[src/rtl/status_cfg.svh]
/*
 Bit positions, widths and reset values of the status event model.
 Assumes inclusion by bare name from every design file that needs it.
*/
`ifndef STATUS_CFG_SVH
`define STATUS_CFG_SVH

`define SET_W            16
`define STD_W            8
`define MASK_RESET       16'h0000
`define STD_MASK_RESET   8'h00
`define STORE_CW         16
`define MSG_CW           8

`define MB_OVER_RANGE    0
`define MB_LOW_ONE       1
`define MB_HIGH_ONE      2
`define MB_LOW_TWO       3
`define MB_HIGH_TWO      4
`define MB_READING       5
`define MB_COUNT_REACHED 6
`define MB_HAS_READINGS  7
`define MB_HALF          8
`define MB_FULL          9
`define MB_WRAPPED       10
`define MB_HW_BOUND      11
`define MB_QUARTER       12
`define MB_THREE_QUARTER 13
`define MB_ANY_BOUND     14

`define QB_TEMP          4
`define QB_CAL           8
`define QB_WARN          14

`endif

[src/rtl/measurement_status_event_model.sv]
/*
 Status event model: four event sets with latch, mask and summary,
 measurement and questionable condition logic, message-available flag.
 Assumes a host command port synchronous to clock, one command per cycle.
*/
// Operation
// - Events latch to one until read, clear-status or reset
// - Reading event register returns then clears it
// - Power-up, clear-status zero events; preset doesn't
// - Event bits ANDed with set's enable mask
// - Any enabled event drives set summary high
// - Power-up, preset zero masks; clear-status doesn't
// - Standard mask eight bits, others sixteen
// - Condition registers mirror live state, no latching
// - B0 over range, B1-B4 limit hits
// - B5 sets per processed reading
// - B6 sets when count reaches notify
// - B7 means two or more stored
// - Quarter B12, half B8, three-quarter B13, full B9
// - B10 sets when full store wraps
// - B11 hardware limit; B14 any limit
// - Questionable B4 invalid reference junction
// - Questionable B8 bad cal until recalibrated
// - Questionable B14 ignored command parameter
// - Error lamp follows questionable events present
// - Message flag follows non-empty output queue
`include "status_cfg.svh"
`timescale 1ns/1ps
`default_nettype none

////////////////////////////////////////////////////////////////////////////////
module status_event_set #(
   parameter int W = 16
) (
   input  wire logic         clock,
   input  wire logic         rst,
   input  wire logic [W-1:0] cond,
   input  wire logic         rd_clr,
   input  wire logic         cls,
   input  wire logic         preset,
   input  wire logic         wr_mask,
   input  wire logic [W-1:0] wdata,
   output logic      [W-1:0] event_r,
   output logic      [W-1:0] mask_r,
   output logic              summary
);
   logic [W-1:0] prev_r;
   logic [W-1:0] rise;

   assign rise = cond & ~prev_r;

   always_ff @(posedge clock or posedge rst) begin
      if (rst) begin
         prev_r <= '0;
      end else begin
         prev_r <= cond;
      end
   end

   // Set wins over read-clear and clear-status
   always_ff @(posedge clock or posedge rst) begin
      if (rst) begin
         event_r <= '0;
      end else if (rd_clr || cls) begin
         event_r <= rise;
      end else begin
         event_r <= event_r | rise;
      end
   end

   always_ff @(posedge clock or posedge rst) begin
      if (rst) begin
         mask_r <= '0;
      end else if (preset) begin
         mask_r <= '0;
      end else if (wr_mask) begin
         mask_r <= wdata;
      end
   end

   assign summary = |(event_r & mask_r);

   a_latch_hold: assert property (@(posedge clock) disable iff (rst)
      !rd_clr && !cls |=> (event_r & $past(event_r)) == $past(event_r))
      else $error("event bit dropped without clear");
   a_read_clear: assert property (@(posedge clock) disable iff (rst)
      rd_clr |=> event_r == $past(rise))
      else $error("event register not cleared by read");
   a_cls_zero: assert property (@(posedge clock) disable iff (rst)
      cls |=> event_r == $past(rise))
      else $error("clear-status left event bits");
   a_preset_keeps: assert property (@(posedge clock) disable iff (rst)
      preset && !cls && !rd_clr |=> event_r == ($past(event_r) | $past(rise)))
      else $error("preset changed event bits");
   a_preset_mask: assert property (@(posedge clock) disable iff (rst)
      preset |=> mask_r == '0)
      else $error("preset did not clear mask");
   a_cls_mask: assert property (@(posedge clock) disable iff (rst)
      cls && !wr_mask |=> mask_r == $past(mask_r))
      else $error("clear-status changed mask");
   a_mask_write: assert property (@(posedge clock) disable iff (rst)
      wr_mask && !preset |=> mask_r == $past(wdata))
      else $error("mask write lost");
   a_summary_rise: assert property (@(posedge clock) disable iff (rst)
      !rd_clr && !cls && !preset && !wr_mask && summary |=> summary)
      else $error("summary fell without clear");
endmodule : status_event_set


`default_nettype wire

[config.mk]
export PLATFORM = sky130hd
export DESIGN_NAME = status_event_set
export DESIGN_NICKNAME = d
export VERILOG_FILES = /design/src/rtl/measurement_status_event_model.sv
export VERILOG_INCLUDE_DIRS = /design/src /design/src/rtl
export SDC_FILE = /design/constraint.sdc
export NUM_CORES = 1
export LEC_CHECK = 0
export ABC_AREA = 1
export BUFFER_PORTS_ARGS = -buffer_cell sky130_fd_sc_hd__buf_2
export CORE_MARGIN = 5
export CORE_UTILIZATION = 43
export DETAILED_ROUTE_END_ITERATION = 16
export MAX_ROUTING_LAYER = met4
export PLACE_DENSITY = 0.86
export RECOVER_POWER = 100
export SETUP_SLACK_MARGIN = 0.5
export SYNTH_ARGS = -nofsm -noshare
export SYNTH_HDL_FRONTEND = slang
export SYNTH_SLANG_ARGS = --single-unit
[constraint.sdc]
create_clock -name clock -period 1.4 [get_ports clock]
set_clock_uncertainty 0.15 [all_clocks]
set_input_delay 0 -clock clock [delete_from_list [all_inputs] [get_ports clock]]
set_output_delay 0 -clock clock [all_outputs]
set_load 0.03 [all_outputs]
# ---- Yosys cells after proc, flatten, opt, wreduce, memory -nomap -nowiden
# Index checks and enable logic that the tools add are counted.
dict set report totals {
  regBits 48
  in_bits 38
  output_inout_bits 33
  wordCells 13
}
dict set report classes {
  muxes 3
  bitwise 4
  reduce_logical 3
}
# op n
set op_table {}
lappend op_table {{$mux 16} 3}
lappend op_table {{$and 16x16->16} 2}
lappend op_table {{$not 16->16} 1}
lappend op_table {{$or 16x16->16} 1}
lappend op_table {{$reduce_or 16->1} 1}
lappend op_table {{$reduce_bool 2->1} 1}
lappend op_table {{$logic_or 1x1->1} 1}

# ---- Longest topological paths before layout
dict set report logic_depth {
  ltp_word 4
  depth_mapped 6
  mapped_depth_nobuf 6
}

# ---- Least setup slack after synthesis
# OpenSTA, ideal clock, no wires.
dict set report synth_timing {
  path_type {register to output}
  startpoint {reg mask_r[6]}
  endpoint {out summary}
  arrival_ns 0.990
  required_time_ns 1.250
  slack_ns 0.260
  path_stages_with_launch 7
  n_path_buf 0
  cell_sequence {dfrtp_1 nand2_1 nand2_1 inv_1 nand2_1 nor2_1 nand2_1}
}
dict set report synth_between {
  elab_chain_len 2
}
# element line_no
set synth_rtl {}
lappend synth_rtl {{start: declaration} measurement_status_event_model.sv:44} ;# output logic [W-1:0] mask_r,
lappend synth_rtl {{start signal: assignment} measurement_status_event_model.sv:77} ;# mask_r <= wdata;
lappend synth_rtl {{$and 16x16->16} measurement_status_event_model.sv:81} ;# assign summary = |(event_r & mask_r);
lappend synth_rtl {{$reduce_or 16->1} measurement_status_event_model.sv:81}
lappend synth_rtl {{end: declaration} measurement_status_event_model.sv:45} ;# output logic summary
# Every way passes these cells.

# ---- Worst setup path after layout
dict set report layout_timing {
  startpoint {reg mask_r[4]}
  endpoint {out summary}
}
# The elaborated chain is that of the path after synthesis.

==> impl_metrics.py <==
metrics = {
    "yosys": {
        "synth_nets": 228,
        "netlist_instances": 190,
        "syn-cell-area_sq_mm": 0.00189,
        "synth-seq-area-share_pct": 63.5,
        "syn_avg_cell_area_sq_um": 9.95,
        "synth-seq-cells": 48,
        "synth_cell_type_count": 14,
        "synth_warnings": 0,
    },
    "cts": {
        "clock_latency_ns": 0.30,
        "tritoncts": "yes",
        "clkTransAtPathRegs_ns": 0.09,
        "ctsLongestPathBuffers": 2,
        "cts_root_buf": "clkbuf_8",
        "h-tree-depth": 2,
        "cts_buffers": 5,
        "clock-sinks": 48,
    },
    "cells_and_area": {
        "antenna_cells": 0,
        "stdcell_count": 362,
        "multi_input_area_sq_um": 413,
        "layout.nets": 347,
        "final_core_util_pct": 70.0,
        "drive_above_1_share_pct": 41.9,
        "ff_latch_area_sq_mm": 0.00124,
        "n_fill_cell": 340,
        "area.growth.synth_to_final_pct": 60.0,
    },
    "drt": {
        "highest_layer": "met4",
        "wl_met2_mm": 2.80,
        "wl_mm": 5.17,
        "vias_per_cell": 4.63,
        "dr_wl_met3_microns": 237,
        "wl_met1_mm": 2.07,
        "drt.antenna.violating_nets": 0,
        "wl_per_cell_microns": 14.3,
        "drc_errors": 0,
        "vias": 1677,
        "drt-pass1-iter-count": 4,
        "drt_iter0_markers": 77,
    },
    "die": {
        "die_x_microns": 76.3,
        "num_io_pins": 71,
        "rows": 24,
        "core_area_sq_mm": 0.00432,
        "chipHeight_microns": 76.3,
        "fp.dieArea_sq_mm": 0.00582,
        "start_util_pct": 43.7,
    },
    "timing": {
        "clock.fmax_mhz": 697,
        "setup_violations": 1,
        "hold_viol": 0,
        "tightest_slew_ns": 0.646,
        "layout_setup_ws_ns": -0.0348,
        "slew_violations": 0,
        "layout_min_cycle_time_ns": 1.43,
        "tns_ns": -0.0348,
        "grt_setup_unrepaired": "yes",
        "slew_headroom_pct": 56.9,
        "finalCritPeriodShare_pct": 102,
    },
    "setup_path": {
        "crit_path_start_kind": "register",
        "max_stage_delay_ns": 0.42,
        "critPathCaptureType": "output port",
        "required_ns": 1.25,
        "cp_max_fo": 3,
        "critPathTopFamily": "flip-flops",
        "path_common_cell": "nand2_1",
        "crit_chain": "nand2_1 -> nand2_1 -> inv_1 -> nand2_1 -> nor2_1 -> nand2_2 -> buf_6",
        "crit_type": "reg2out",
        "crit_arrival_ns": 1.28,
        "critical_path_buf_inv_count": 2,
        "slowest_stage": "dfrtp_2",
    },
    "global_routing": {
        "grt_max_degree": 49,
        "antenna_found_initial": 0,
        "grt_pass1_wl_mm": 8.60,
        "grt_pass1_vias": 1833,
        "track_usage_pct": 18.7,
        "overflow": 0,
    },
    "power": {
        "ir_worst_vdd_mv": 0.669,
        "p_per_area_mw_per_mm2": 1010,
        "p_leak_uw": 0.00148,
    },
    "placement": {
        "numPortBuffers": 70,
        "placedCellCount": 307,
        "dp_hpwl_mm": 3.11,
        "gp_congestion": 0.710,
    },
    "run_status": {
        "outcome": "finished, violations left",
        "violations": "negative setup slack",
    },
    "hold_path": {
        "hold_class": "in2reg",
    },
    "job": {
        "drv_cap": 0,
    },
}
-- layer usage --
layer	track usage, %	vias to the layer above
met3	4.61	6
li1	-	815
met2	32.4	54
met4	4.37	0
met5	-	-
met1	21.8	802
-- per-stage QoR --
stage / cell area, sq um / power [uW] / hold WS, ns / setup slack, ns
after floorplan: 1940 / 1850 / -0.121 / 0.335
after global placement: 2320 / 2010 / -0.0779 / 0.263
after detailed placement: 2320 / 2020 / -0.0655 / 0.191
after CTS: 2950 / 3030 / 0.0326 / -0.0350
after global routing: 3030 / 3190 / 0.0517 / -0.109
final: 3030 / 3040 / 0.0364 / -0.0348
-- registers in the layout, summed over array words and instances (netlist names) --
signal   cells
event_r     16
mask_r      16
prev_r      16
-- cell families after synthesis --
group | share of synthesized area [%]
compound gates | 11.5
flops | 63.5
simple gates | 10.8
buf+inv | 14.2
-- synthesized netlist by cell type --
master / instances / share of area [%]
nand2_1: 26 / 5.2
clkbuf_1: 2 / 0.40
dfrtp_1: 48 / 64
o21ai_0: 6 / 1.6
or2_2: 1 / 0.33
nor2_1: 2 / 0.40
buf_6: 4 / 2.4
nand4_1: 1 / 0.33
clkbuf_2: 1 / 0.26
inv_1: 56 / 11
nand3_1: 16 / 4.2
or2_1: 1 / 0.33
o22ai_1: 16 / 5.3
o21ai_2: 10 / 4.6
-- repair_timing --
action                     in CTS  in global routing
pin swaps                       3                  5
hold endpoints to repair       96                  0
gates resized for setup        57                 28
cloned                          0                  0
hold buffers                   33                  0
setup endpoints to repair      33                 42
buffers inserted                4                 10
-- worst register-to-register path, cell delays in order (launching register included) --
cell     delay (ns)
dfrtp_2        0.42
buf_6          0.12
buf_6          0.10
inv_2          0.04
o22ai_2        0.06
-- cell usage in the layout, fill, tap and decap left out, types with 2 or more instances in the layout --
cell type	instances
o21ai_2	4
nor2_1	2
nand2_2	3
dlygate4sd3_1	33
clkbuf_8	6
inv_2	6
buf_2	24
dfrtp_2	32
clkinv_2	2
dfrtp_1	16
clkbuf_4	2
clkbuf_1	13
o21ai_0	11
buf_4	10
inv_1	49
nand2_1	23
o22ai_1	15
or2_2	2
nand3_1	16
buf_6	36
-- path summary, 6_finish.rpt --
check / start / endpoint / slack, ns / depth (start not counted)
max: mask_r[4]$_DFFE_PP0P_ / summary / -0.03 / 7
min in group asynchronous: rst / prev_r[1]$_DFF_PP0_ / 0.30 / 4
max reg2reg: event_r[15]$_DFF_PP0_ / event_r[15]$_DFF_PP0_ / 0.40 / 4
min: wr_mask / mask_r[10]$_DFFE_PP0P_ / 0.04 / 4
min reg2reg: prev_r[9]$_DFF_PP0_ / event_r[9]$_DFF_PP0_ / 0.29 / 1
max in group asynchronous: rst / event_r[10]$_DFF_PP0_ / 0.32 / 4
-- report_power, final --
group          total, uW  internal (uW)  switching, uW  leakage, uW
logic                654            312            343     0.000872
clock network        847            395            453    0.0000510
registers           1540           1480           61.4     0.000557
-- area by class of cell --
cell class	instances	share of cell area, %
inverter	56	7.07
sequential	48	41.0
clock inverter	2	0.331
timing repair buffer	119	33.0
tap	52	2.15
multi-input combinational	79	13.6
clock buffer	6	2.73
Power figures use the tool's default switching activity.
